--- src/dmr_params.svh ---
`ifndef DMR_PARAMS_SVH
`define DMR_PARAMS_SVH
`define DMR_OFF_PRSR 12'h314
`define DMR_OFF_MAIN_ID 12'hd00
`define DMR_OFF_CACHE_TYPE 12'hd04
`define DMR_OFF_HOLE_D08 12'hd08
`define DMR_OFF_TLB_TYPE 12'hd0c
`define DMR_OFF_HOLE_D10 12'hd10
`define DMR_OFF_MP_AFF 12'hd14
`define DMR_OFF_MAIN_ALIAS0 12'hd18
`define DMR_OFF_MAIN_ALIAS1 12'hd1c
`define DMR_OFF_PFR0 12'hd20
`define DMR_OFF_PFR1 12'hd24
`define DMR_OFF_DFR0 12'hd28
`define DMR_OFF_AFR0 12'hd2c
`define DMR_OFF_MMFR0 12'hd30
`define DMR_OFF_MMFR1 12'hd34
`define DMR_OFF_MMFR2 12'hd38
`define DMR_OFF_MMFR3 12'hd3c
`define DMR_OFF_ISAR0 12'hd40
`define DMR_OFF_ISAR1 12'hd44
`define DMR_OFF_ISAR2 12'hd48
`define DMR_OFF_ISAR3 12'hd4c
`define DMR_OFF_ISAR4 12'hd50
`define DMR_OFF_ISAR5 12'hd54
`define DMR_OFF_ITCTRL 12'hf00
`define DMR_OFF_CLAIM_SET 12'hfa0
`define DMR_OFF_CLAIM_CLR 12'hfa4
`define DMR_OFF_LOCK_KEY 12'hfb0
`define DMR_OFF_LOCK_STATE 12'hfb4
`define DMR_OFF_AUTH 12'hfb8
`define DMR_OFF_UNIT_ID 12'hfc8
`define DMR_OFF_UNIT_TYPE 12'hfcc
`define DMR_OFF_IDENT_LO 12'hfd0
`define DMR_OFF_IDENT_HI 12'hffc
`define DMR_OFF_RSV_LO 12'hf04
`define DMR_OFF_RSV_HI 12'hf9c
`define DMR_OFF_RSV2_LO 12'hfbc
`define DMR_OFF_RSV2_HI 12'hfc4
`define DMR_OFF_RAZ_E_LO 12'he00
`define DMR_OFF_RAZ_E_HI 12'hef0
`define DMR_VAL_CACHE_TYPE 32'h83338003
`define DMR_VAL_TLB_TYPE 32'h00000000
`define DMR_VAL_PFR0 32'h00001231
`define DMR_VAL_PFR1 32'h00000011
`define DMR_VAL_DFR0 32'h02010444
`define DMR_VAL_MMFR0 32'h00100103
`define DMR_VAL_MMFR1 32'h40000000
`define DMR_VAL_MMFR2 32'h01230000
`define DMR_VAL_MMFR3 32'h00102211
`define DMR_VAL_ISAR0 32'h00101111
`define DMR_VAL_ISAR1 32'h13112111
`define DMR_VAL_ISAR2 32'h21232041
`define DMR_VAL_ISAR3 32'h11112131
`define DMR_VAL_ISAR4 32'h00011142
`define DMR_VAL_CLAIM_SET_RD 32'h000000ff
`define DMR_VAL_UNLOCK_KEY 32'hc5acce55
`define DMR_CLAIM_W 8
`define DMR_ITCTRL_RST 1'b0
`define DMR_CLAIM_RST 8'h00
`define DMR_LOCKED_RST 1'b1
`define DMR_PRSR_STICKY_RST 1'b0
`define DMR_PRSR_STICKY_BIT 3
`define DMR_PRSR_RESET_BIT 2
`define DMR_PRSR_SPD_BIT 1
`define DMR_PRSR_PWRUP_BIT 0
`define DMR_LSR_LOCKED_BIT 1
`define DMR_LSR_IMPL_BIT 0
`endif

--- src/dmr_pkg.sv ---
package dmr_pkg;
  typedef struct packed {
    logic sel;
    logic write;
    logic [11:0] addr;
    logic [31:0] wdata;
  } dmr_req_t;
  typedef struct packed {
    logic [31:0] rdata;
  } dmr_rsp_t;
  typedef struct packed {
    logic [31:0] main_id;
    logic [31:0] mp_affinity;
    logic [31:0] auth_state;
    logic [31:0] unit_id;
    logic [31:0] unit_type;
  } dmr_core_info_t;
endpackage

--- src/dmr_regs.sv ---
// What this block does
// - status register bits 31 to 4 read zero; writes there ignored
// - status bit 3 sticky reset, bit 2 live reset, bit 1 reads zero
// - status bit 0 powered-up always reads one
// - no power-down state reported; core is always treated as powered
// - offsets 0xd00 to 0xd54 are read-only copies of core id registers
// - each mirror returns the core's coprocessor register value exactly
// - cache type mirror at 0xd04 reads 0x83338003
// - tlb type at 0xd0c reads zero; 0xd08 and 0xd10 read zero
// - affinity at 0xd14 from core; 0xd18 and 0xd1c alias main id
// - feature mirrors 0xd20, 0xd24, 0xd28 read their fixed values
// - auxiliary feature slot at 0xd2c reads zero
// - memory model mirrors 0xd30 to 0xd3c read their fixed values
// - instruction set mirrors 0xd40 to 0xd50 fixed; 0xd54 reads zero
// - integration mode control at 0xf00 is readable and writable
// - offsets 0xf04 to 0xf9c read zero
// - claim set and claim clear registers are readable and writable
// - lock key at 0xfb0 write-only; lock state at 0xfb4 read-only
// - authentication state at 0xfb8 read-only; 0xfbc to 0xfc4 read zero
// - unit identifier, unit type and 0xfd0 to 0xffc are read-only
// - claim set writes one to set; reads 0xff; clear reads claim state
// - unlock key unlocks writes, any other value locks; locked writes ignored
`timescale 1ns/1ps
`include "dmr_params.svh"
module dmr_regs #(
  parameter int CLAIM_W = `DMR_CLAIM_W
) (
  input wire logic clk,
  input wire logic sys_rst,
  input wire dmr_pkg::dmr_req_t req,
  output dmr_pkg::dmr_rsp_t rsp,
  input wire dmr_pkg::dmr_core_info_t core_info,
  input wire logic [383:0] ident_regs,
  input wire logic core_in_reset,
  output logic integration_mode
);

  logic [CLAIM_W-1:0] claim_q;
  logic [CLAIM_W-1:0] claim_d;
  logic locked_q;
  logic itctrl_q;
  logic sticky_reset_q;
  logic reset_s1_q;
  logic reset_s2_q;
  logic [31:0] rdata_d;
  logic [31:0] rdata_q;
  logic wr;
  logic rd;
  logic wr_ok;
  logic [3:0] ident_idx;

  assign wr = req.sel && req.write;
  assign rd = req.sel && !req.write;
  // lock gates every write except the key itself
  assign wr_ok = wr && !locked_q;
  // identification words start at 0xfd0, so that offset is word zero
  assign ident_idx = req.addr[5:2] - 4'h4;

  // core reset arrives from another domain
  always_ff @(posedge clk) begin
    if (sys_rst) begin
      reset_s1_q <= 1'b0;
      reset_s2_q <= 1'b0;
    end else begin
      reset_s1_q <= core_in_reset;
      reset_s2_q <= reset_s1_q;
    end
  end

  // sticky reset set by core reset, cleared by a status read; set wins
  always_ff @(posedge clk) begin
    if (sys_rst) begin
      sticky_reset_q <= `DMR_PRSR_STICKY_RST;
    end else if (reset_s2_q) begin
      sticky_reset_q <= 1'b1;
    end else if (rd && req.addr == `DMR_OFF_PRSR) begin
      sticky_reset_q <= 1'b0;
    end
  end

  always_ff @(posedge clk) begin
    if (sys_rst) begin
      locked_q <= `DMR_LOCKED_RST;
    end else if (wr && req.addr == `DMR_OFF_LOCK_KEY) begin
      locked_q <= (req.wdata != `DMR_VAL_UNLOCK_KEY);
    end
  end

  always_ff @(posedge clk) begin
    if (sys_rst) begin
      itctrl_q <= `DMR_ITCTRL_RST;
    end else if (wr_ok && req.addr == `DMR_OFF_ITCTRL) begin
      itctrl_q <= req.wdata[0];
    end
  end
  assign integration_mode = itctrl_q;

  always_comb begin
    claim_d = claim_q;
    if (wr_ok && req.addr == `DMR_OFF_CLAIM_SET) begin
      claim_d = claim_q | req.wdata[CLAIM_W-1:0];
    end else if (wr_ok && req.addr == `DMR_OFF_CLAIM_CLR) begin
      claim_d = claim_q & ~req.wdata[CLAIM_W-1:0];
    end
  end

  always_ff @(posedge clk) begin
    if (sys_rst) begin
      claim_q <= CLAIM_W'(`DMR_CLAIM_RST);
    end else begin
      claim_q <= claim_d;
    end
  end

  always_comb begin
    rdata_d = 32'h00000000;
    if (req.addr >= `DMR_OFF_IDENT_LO) begin
      rdata_d = ident_regs[32*ident_idx +: 32];
    end else begin
      unique case (req.addr)
        `DMR_OFF_PRSR: begin
          rdata_d[`DMR_PRSR_STICKY_BIT] = sticky_reset_q;
          rdata_d[`DMR_PRSR_RESET_BIT] = reset_s2_q;
          rdata_d[`DMR_PRSR_SPD_BIT] = 1'b0;
          rdata_d[`DMR_PRSR_PWRUP_BIT] = 1'b1;
        end
        `DMR_OFF_MAIN_ID: rdata_d = core_info.main_id;
        `DMR_OFF_CACHE_TYPE: rdata_d = `DMR_VAL_CACHE_TYPE;
        `DMR_OFF_TLB_TYPE: rdata_d = `DMR_VAL_TLB_TYPE;
        `DMR_OFF_MP_AFF: rdata_d = core_info.mp_affinity;
        `DMR_OFF_MAIN_ALIAS0: rdata_d = core_info.main_id;
        `DMR_OFF_MAIN_ALIAS1: rdata_d = core_info.main_id;
        `DMR_OFF_PFR0: rdata_d = `DMR_VAL_PFR0;
        `DMR_OFF_PFR1: rdata_d = `DMR_VAL_PFR1;
        `DMR_OFF_DFR0: rdata_d = `DMR_VAL_DFR0;
        `DMR_OFF_MMFR0: rdata_d = `DMR_VAL_MMFR0;
        `DMR_OFF_MMFR1: rdata_d = `DMR_VAL_MMFR1;
        `DMR_OFF_MMFR2: rdata_d = `DMR_VAL_MMFR2;
        `DMR_OFF_MMFR3: rdata_d = `DMR_VAL_MMFR3;
        `DMR_OFF_ISAR0: rdata_d = `DMR_VAL_ISAR0;
        `DMR_OFF_ISAR1: rdata_d = `DMR_VAL_ISAR1;
        `DMR_OFF_ISAR2: rdata_d = `DMR_VAL_ISAR2;
        `DMR_OFF_ISAR3: rdata_d = `DMR_VAL_ISAR3;
        `DMR_OFF_ISAR4: rdata_d = `DMR_VAL_ISAR4;
        `DMR_OFF_ITCTRL: rdata_d[0] = itctrl_q;
        `DMR_OFF_CLAIM_SET: rdata_d = `DMR_VAL_CLAIM_SET_RD;
        `DMR_OFF_CLAIM_CLR: rdata_d[CLAIM_W-1:0] = claim_q;
        `DMR_OFF_LOCK_STATE: begin
          rdata_d[`DMR_LSR_LOCKED_BIT] = locked_q;
          rdata_d[`DMR_LSR_IMPL_BIT] = 1'b1;
        end
        `DMR_OFF_AUTH: rdata_d = core_info.auth_state;
        `DMR_OFF_UNIT_ID: rdata_d = core_info.unit_id;
        `DMR_OFF_UNIT_TYPE: rdata_d = core_info.unit_type;
        default: rdata_d = 32'h00000000;
      endcase
    end
  end

  always_ff @(posedge clk) begin
    if (sys_rst) begin
      rdata_q <= 32'h00000000;
    end else if (rd) begin
      rdata_q <= rdata_d;
    end
  end
  assign rsp.rdata = rdata_q;
endmodule

--- config.mk ---
export PLATFORM = sky130hd
export DESIGN_NAME = dmr_regs
export DESIGN_NICKNAME = d
export VERILOG_FILES = /design/src/dmr_pkg.sv /design/src/dmr_regs.sv
export VERILOG_INCLUDE_DIRS = /design/src
export SDC_FILE = /design/constraint.sdc
export NUM_CORES = 1
export LEC_CHECK = 0
export ABC_AREA = 1
export BUFFER_PORTS_ARGS = -buffer_cell sky130_fd_sc_hd__buf_2
export CORE_AREA = 2 2 243 245
export CTS_CLUSTER_DIAMETER = 150
export DETAILED_ROUTE_END_ITERATION = 7
export DIE_AREA = 0 0 245 247
export GPL_ROUTABILITY_DRIVEN = 0
export PLACE_DENSITY = 0.3
export SLEW_MARGIN = 20
export SYNTH_ARGS = -nofsm -noshare
export SYNTH_HDL_FRONTEND = slang
export SYNTH_SLANG_ARGS = --single-unit
--- constraint.sdc ---
create_clock -name clk -period 3.46 [get_ports clk]
set_clock_uncertainty 0.1 [all_clocks]
set_input_delay 1.038 -clock clk [delete_from_list [all_inputs] [get_ports clk]]
set_output_delay 1.038 -clock clk [all_outputs]
set_load 0.02 [all_outputs]
Word-level counts from Yosys, hierarchy flattened
Index checks and enable logic that the tools add are counted.
{ "classes": {"bitwise": 3, "multipliers": 0, "div_mod_pow": 0, "muxes": 10, "shifts": 1, "n_reduce_logical": 18, "add_sub_neg": 1, "n_lt_le_gt_ge": 1, "n_eq_ne": 27} }
{ "ops": {"columns": ["cell", "count"], "rows": [
  ["one-hot mux 24 bit (17 select lines)", 1],
  ["indexed part select 384 x 10 -> 32 bit", 1],
  ["equality test 12 bit (second input constant)", 25],
  ["one-hot mux 4 bit (10 select lines)", 1],
  ["two-way mux 32 bit", 1],
  ["inequality test 32 bit (second input constant)", 1],
  ["one-hot mux 2 bit (9 select lines)", 1],
  ["two-way mux 8 bit", 2],
  ["one-hot mux 1 bit (8 select lines)", 2],
  ["equality test 12 x 10 -> 1 bit (second input constant)", 1],
  [">= comparator 12 bit (second input constant)", 1],
  ["OR reduction 12 bit", 1],
  ["AND 8 bit", 1],
  ["logical AND 1 bit", 8],
  ["inverter 8 bit", 1],
  ["bitwise OR 8 bit", 1],
  ["OR reduction 4 bit", 2],
  ["OR reduction 3 bit", 2],
  ["nonzero test 2 bit", 2],
  ["subtractor 4 x 3 -> 4 bit (second input constant)", 1],
  ["logical NOT 1 bit", 2],
  ["two-way mux 1 bit", 2],
  ["OR reduction 2 bit", 1]
]} }
{ "word_totals": {"latch_bits": 0, "ramBits": 0, "output_inout_bits": 33, "in_bits": 593, "regBits": 45, "romBits": 0, "n_memories": 0} }

Longest topological paths before layout
Gate-level depths: netlist of the first run.
{ "depth": {"depth_word": 5, "depth_mapped": 14, "depth_no_buf": 12} }

Worst setup path before layout of the first run
No wires, ideal clock.
{ "synth_path": {"kind": "input port to flip-flop", "start": "input req[36] (netlist name)", "end": "register rdata_q[0], in the netlist rsp[0]", "t_required_ns": 3.290, "arrival_time_ns": 2.794, "stages": 10, "setup_time_ns": 0.070, "path_slack_ns": 0.496, "path_cell_list": "clkinv_1 clkbuf_1 ha_1 clkbuf_1 nor2_1 clkbuf_1 a21oi_1 a21oi_1 nand2_1 a21oi_1"} }
{ "synth_via": {"elab_chain_cells": 4, "elab_cells_between_ends": 28, "classes_between": "add/sub: 1; order compare: 1; eq/ne: 21; shift: 1; mux: 2; reduce/logical: 2"} }
{ "synth_lines": {"columns": ["element", "line_no", "source"], "rows": [
  ["start: declaration", "dmr_regs.sv:30", "input wire dmr_pkg::dmr_req_t req,"],
  ["parallel branches: the longest is 3 deep, another holds subtractor 4 x 3 -> 4 bit", null, null],
  ["two-way mux 32 bit (*)", "dmr_regs.sv:117", "if (req.addr >= `DMR_OFF_IDENT_LO) begin"],
  ["end signal: assignment", "dmr_regs.sv:164", "rdata_q <= rdata_d;"],
  ["end: declaration", "dmr_regs.sv:46", "logic [31:0] rdata_q;"]
]} }
Every way passes the cells marked *.
A chain may end at the register's enable or synchronous reset.

Worst setup path after layout of the first run
{ "layout_path": {"start": "input req[33] (netlist name)", "end": "register rdata_q[7], in the netlist rsp[7]"} }
{ "layout_via": {"elab_chain_cells": 4, "elab_cells_between_ends": 25, "classes_between": "order compare: 1; eq/ne: 18; mux: 2; reduce/logical: 4"} }
{ "layout_lines": {"columns": ["element", "line_no", "source"], "rows": [
  ["equality test 12 bit", "dmr_regs.sv:120", "unique case (req.addr)"],
  ["OR reduction 4 bit (no source line), or another cell as far along", null, null],
  ["one-hot mux 4 bit (10 select lines)", "dmr_regs.sv:120", null],
  ["two-way mux 32 bit (*)", "dmr_regs.sv:117", null]
]} }
Every way passes the cells marked *; elsewhere a longest branch is shown, timed or not.

==> results of run 1 <==
-- power groups by stage --
| stage | Combinational, mW | Sequential, mW | Clock (mW) |
|---|---|---|---|
| 6_report | 1.02 | 0.549 | 0.588 |
| 5_1_grt | 1.13 | 0.551 | 0.622 |
| 4_1_cts | 1.05 | 0.549 | 0.605 |
| 3_5_place_dp | 1.04 | 0.561 | 0 |
| 3_3_place_gp | 1.04 | 0.561 | 0 |
| 2_1_floorplan | 0.364 | 0.578 | 0 |
-- through the flow --
stage                     total power [mW]  instance area, sq um  hold WS, ns  utilization [%]  std cells
after floorplan                      0.942                  6860        0.288                -       1337
after global placement                1.60                 11200        0.310             19.2       2713
after detailed placement              1.60                 11200        0.304             19.2       2713
after CTS                             2.20                 11400        0.315             19.5       2720
after global routing                  2.30                 11400        0.333             19.6       2727
final                                 2.16                 11400        0.309             19.6       2730
-- layout make-up --
cell class | count | share of cell area (%)
multi-input combinational | 1110 | 45.9
timing repair buffer | 687 | 32.9
tap | 773 | 8.49
sequential | 45 | 7.91
inverter | 98 | 3.24
clock buffer | 5 | 1.10
clock inverter | 2 | 0.307
antenna | 10 | 0.220
-- layer usage --
| metal | wire length, um | global-route usage [%] | vias to the layer above |
|---|---|---|---|
| met5 | 92 | 0 | - |
| met4 | 1160 | 4.00 | 14 |
| met3 | 3730 | 3.67 | 69 |
| met2 | 29600 | 33.9 | 426 |
| met1 | 25100 | 22.8 | 5366 |
| li1 | - | - | 5732 |
-- final timing paths --
| check | start | endpoint | slack (ns) | depth (start not counted) |
|---|---|---|---|---|
| min | reset_s1_q | reset_s2_q | 0.31 | 2 |
| min reg2reg | reset_s1_q | reset_s2_q | 0.31 | 2 |
| max | req[33] | rsp[7] | 0.45 | 13 |
| max reg2reg | locked_q | register | 2.06 | 7 |
-- critical path, stage by stage --
cell      delay [ns]
buf_2           0.11
nor2_1          0.34
nand2_2         0.23
inv_1           0.19
nand2_1         0.08
nand2_2         0.15
nand2_4         0.10
clkinv_2        0.10
buf_12          0.17
nand2_1         0.08
nand3_1         0.15
nand3_1         0.20
a21oi_1         0.18
-- kinds of logic after synthesis --
group / synth area share (%)
compound gates: 22.6
fa+ha+maj: 0.911
buf+inv: 11.1
flops: 13.1
simple gates: 52.2
-- layout by cell type (no fill, tap or decap), drive strengths merged --
cell and instances:
buf 687, nand2 515, a21oi 146, nor2 111, nand3 101, inv 94, nand4 91, a22oi 74
o21ai 49, dfxtp 45, diode 10, nor3 9, clkbuf 5, ha 5, clkinv 5, nor3b 3
o211ai 2, nand3b 2, a21boi 1, nor4 1, bufinv 1
==> metrics.cfg, run 1 <==
[logic_synthesis]
yosys_warnings=0
syn_area_per_cell_sq_um=5.13
synth_most_common_cell=nand2_1
synth_area_sq_um=6860
synth_edf_count=0
yosys.area.top_type=nand2_1
synth_top_area_share_pct=27.9
netlist_instances=1337
synthArstFlopShare_pct=0
synth_flop_cell=dfxtp_1
ys_ff_latch=45
synth_area_leaders=nand2_1, dfxtp_1, a21oi_1, nand4_1, a22oi_1
ys_seq_area_share_pct=13.1
synth_cell_types=30
synth_common_cells=nand2_1, a21oi_1, nand3_1, nor2_1, nand4_1
synth_nets=1935

[die]
row_count=89
dieHeight_um=247
core_region_area_sq_um=58200
start_util_pct=11.8
dieWidth_um=245
io-pin-count=626
die_area_sq_um=60500

[worst_setup_path]
setup.worst_path.end_class=register
critPathKind=in -> reg
path_max_fanout=21
crit_arrival_ns=3.14
startpoint_type=input port
worstPathRequired_ns=3.60

[pwr]
cellPowerDensity_nw_per_um2=189
combPwrFrac_pct=47.3
p_leak_nw=6.06
p_int_mw=1.30
ir_worst_vdd_mv=0.194
seqPwrFrac_pct=25.5
sw_frac_of_total_pct=39.6
switching_power_mw=0.855
pwr-share-clk_pct=27.3

[sta]
fin_crit_ns=3.01
tightestPinTransition_ns=0.504
fmax_mhz=333
fin_ws_ns=0.453
hold_viol=0
slew_headroom_pct=66.4
slew_viol_final=0
setup-tns-final_ns=0
period_share_pct=86.9
finalSetupViolations=0
rsz0062_at_grt=false

[route]
drtIter0Drc=551
vias_per_cell=4.25
dr.pass1.iters=5
drc=0
wl_mm=59.8
vias=11600
ant_nets=0
wl_per_cell_um=21.9

[flow_run]
max_cap_violations=0

[finish]
area_delta_synth_final_pct=66.0
nNetsFinal=2545
multiInputGateArea_sq_um=5230
regArea_sq_um=901
layout-drive-gt1-share_pct=37.1
fill_cells=6941

[grt]
grt_overflow=0
antenna_found_initial=24
gr-usage-all-layers_pct=18.7
grt_pass1_vias=11700
grt_start_max_net_pins=45
grt_pass1_wl_mm=82.1

[clock_tree]
post_cts_buffers=0
cts_tree=yes
clk_pin_slew_worst_paths_ns=0.07
ctsHoldBuffers=0
cts_resized=0
cts_sinks=45
insertion_delay_ns=0.30
cts.htree.levels=2
root_buffer=clkbuf_16
cts_made_buffers=5
ctsLongestPathBuffers=2

[outcome]
status=finished, final reports clean

[place]
dpl.hpwl_mm=51.3
portBuffers=625
dp_slack_ns=0.0763

[worst_hold_path]
hold_path_class=reg -> reg

(Power assumes the default switching activity.)
==> inputs of run 2 (changes only) <==
Settings changed: CORE_AREA 2 2 243 245 to 2 2 242 244, DIE_AREA 0 0 245 247 to 0 0 244 246, PLACE_DENSITY 0.3 to 0.31, RECOVER_POWER set to 50.
Clock period 3.46 ns to 2.73 ns, I/O delays scaled along.
==> run 2 against run 1 <==
Clock power rose by 34%. Flip-flop and latch count did not move. Non-clock buffer count rose by 105. Combinational power rose by 36%. Power rose by 33%. Cell count rose by 3.8%. Routed wire length fell by 0.29%. Worst setup slack got worse by 0.30 ns. Hold slack improved by 0.0028 ns. Sequential share of layout area fell by 0.64 points. Design area rose by 8.8%. Critical path depth rose by 1. Highest routed layer unchanged.
==> metrics.cfg, run 2 (synthesis results as in run 1) <==
[finish]
area_delta_synth_final_pct=80.5  ; was 66.0%
layout_commonest_cell=buf_2  ; unchanged
postLayoutCellArea_sq_um=12400  ; was 11400 sq um
layout-drive-gt1-share_pct=38.9  ; was 37.1%
nNetsFinal=2650  ; was 2545
final_cell_mix=buf_2, nand2_1, a21oi_1, buf_4, nand3_1  ; was buf_2, nand2_1, a21oi_1, nand3_1, nor2_1

[grt]
gr-usage-all-layers_pct=18.9  ; was 18.7%
grt_pass1_vias=12500  ; was 11700
grt_overflow=0  ; unchanged
grt_start_max_net_pins=35  ; was 45
antenna_found_initial=26  ; was 24
grt_pass1_wl_mm=82.9  ; was 82.1 mm

[route]
drc=0  ; unchanged
drtIter0Drc=684  ; was 551
vias=12000  ; was 11600
wl_per_cell_um=21.0  ; was 21.9 um
dr.pass1.iters=5  ; unchanged
vias_per_cell=4.25  ; about the same
ant_nets=0  ; unchanged
wl_mm=59.6  ; was 59.8 mm

[sta]
period_share_pct=94.3
rsz0062_at_grt=false  ; unchanged
fin_crit_ns=2.57
fmax_mhz=388
slew_headroom_pct=32.9  ; was 66.4%
fin_ws_ns=0.156  ; was 0.453 ns
tightestPinTransition_ns=1.01  ; was 0.504 ns
finalSetupViolations=0  ; unchanged
hold_viol=0  ; unchanged
setup-tns-final_ns=0  ; unchanged
slew_viol_final=0  ; unchanged

[outcome]
status=finished, final reports clean  ; unchanged

[die]
start_util_pct=12.0  ; was 11.8%
dieWidth_um=244  ; was 245 um
die_area_sq_um=60000  ; was 60500 sq um
core_region_area_sq_um=57400  ; was 58200 sq um
dieHeight_um=246  ; was 247 um
io-pin-count=626  ; unchanged
row_count=88  ; was 89

[clock_tree]
cts_tree=yes  ; unchanged
insertion_delay_ns=0.32  ; was 0.30 ns
root_buffer=clkbuf_16  ; unchanged
cts.htree.levels=2  ; unchanged
cts_made_buffers=5  ; unchanged
post_cts_buffers=0  ; unchanged
cts_sinks=45  ; unchanged
ctsLongestPathBuffers=2  ; unchanged
clk_pin_slew_worst_paths_ns=0.08  ; was 0.07 ns

[place]
portBuffers=625  ; unchanged
dp_slack_ns=-0.279  ; was 0.0763 ns
dpl.hpwl_mm=52.0  ; was 51.3 mm
post_dp_cell_area_sq_um=12200  ; was 11200 sq um

[worst_setup_path]
worstPathRequired_ns=2.79  ; was 3.60 ns
slowest_stage=ha_2  ; was nor2_1
critPathKind=in -> reg  ; unchanged
crit_chain=buf_2 -> clkinv_1 -> ha_2 -> inv_1 -> nor2_4 -> nand2_1 -> nor2_1 -> buf_6 -> nand2_1 -> nand3_1 -> nor2_1 -> nand3_1 -> nand2_1 -> a21oi_1  ; was buf_2 -> nor2_1 -> nand2_2 -> inv_1 -> nand2_1 -> nand2_2 -> nand2_4 -> clkinv_2 -> buf_12 -> nand2_1 -> nand3_1 -> nand3_1 -> a21oi_1
max_stage_delay_ns=0.23  ; was 0.34 ns
setup.worst_path.end_class=register  ; unchanged
crit_path_frequent_cell=nand2_1
crit_arrival_ns=2.64  ; was 3.14 ns
path_max_fanout=12  ; was 21
startpoint_type=input port  ; unchanged

[flow_run]
max_cap_violations=0  ; unchanged

[pwr]
p_leak_nw=6.51  ; was 6.06 nW
cellPowerDensity_nw_per_um2=232  ; was 189 nW/um^2
ir_worst_vdd_mv=0.194  ; about the same
power.total_mw=2.88  ; was 2.16 mW

[worst_hold_path]
hold_path_class=reg -> reg  ; unchanged

-- run 2: cell types whose count changed in the layout (fill, tap and decap cells not counted), sizes merged --
cell	before	now
diode	10	17
clkbuf	5	41
clkinv	5	4
buf	687	757
clkinvlp	0	1
-- run 2: layout make-up --
| class | instances | area (sq um) |
|---|---|---|
| diodes | 17 | 42.5 |
| flip-flops and latches | 45 | 901 |
| well taps | 765 | 957 |
| repair buffers | 792 | 4700 |
| clock inverters | 2 | 37.5 |
| clock buffers | 6 | 139 |
| fillers | 6803 | 45000 |
| multi-input cells | 1110 | 5250 |
| inverters | 98 | 369 |
-- run 2: path summary, 6_finish.rpt --
kind	from	end	cells after the start	slack (ns)
max reg2reg	locked_q	register	7	1.33
min	reset_s1_q	reset_s2_q	2	0.31
max	req[36]	rsp[0]	14	0.16
min reg2reg	reset_s1_q	reset_s2_q	2	0.31
-- run 2: repair_timing --
| item | CTS | global route |
|---|---|---|
| hold buffers | 0 | 0 |
| setup endpoints to repair | 0 | 4 |
| resized for setup | 0 | 5 |
-- run 2: per-stage QoR --
stage	hold WS, ns	utilization [%]	cells
after floorplan	0.288	-	1337
after global placement	0.306	21.3	2810
after detailed placement	0.305	21.3	2810
after CTS	0.316	21.6	2818
after global routing	0.346	21.6	2830
final	0.312	21.6	2835
-- run 2: power by group --
| group | switching [mW] | leakage, nW | internal, mW |
|---|---|---|---|
| registers | 0.0155 | 0.367 | 0.680 |
| logic | 0.770 | 6.06 | 0.624 |
| clock network | 0.328 | 0.0832 | 0.459 |
| total | 1.11 | 6.51 | 1.76 |
-- run 2: metal layers --
metal | wire length (um) | global-route usage (%)
met1 | 24800 | 22.4
met2 | 30300 | 34.7
met3 | 3260 | 3.64
met4 | 997 | 4.47
met5 | 157 | 0.980
-- run 2: critical path: cells and delay by family --
| kind | cells | cell delay [ns] |
|---|---|---|
| buf+inv | 4 | 0.50 |
| simple gates | 8 | 1.01 |
| compound gates | 1 | 0.07 |
| fa+ha+maj | 1 | 0.23 |
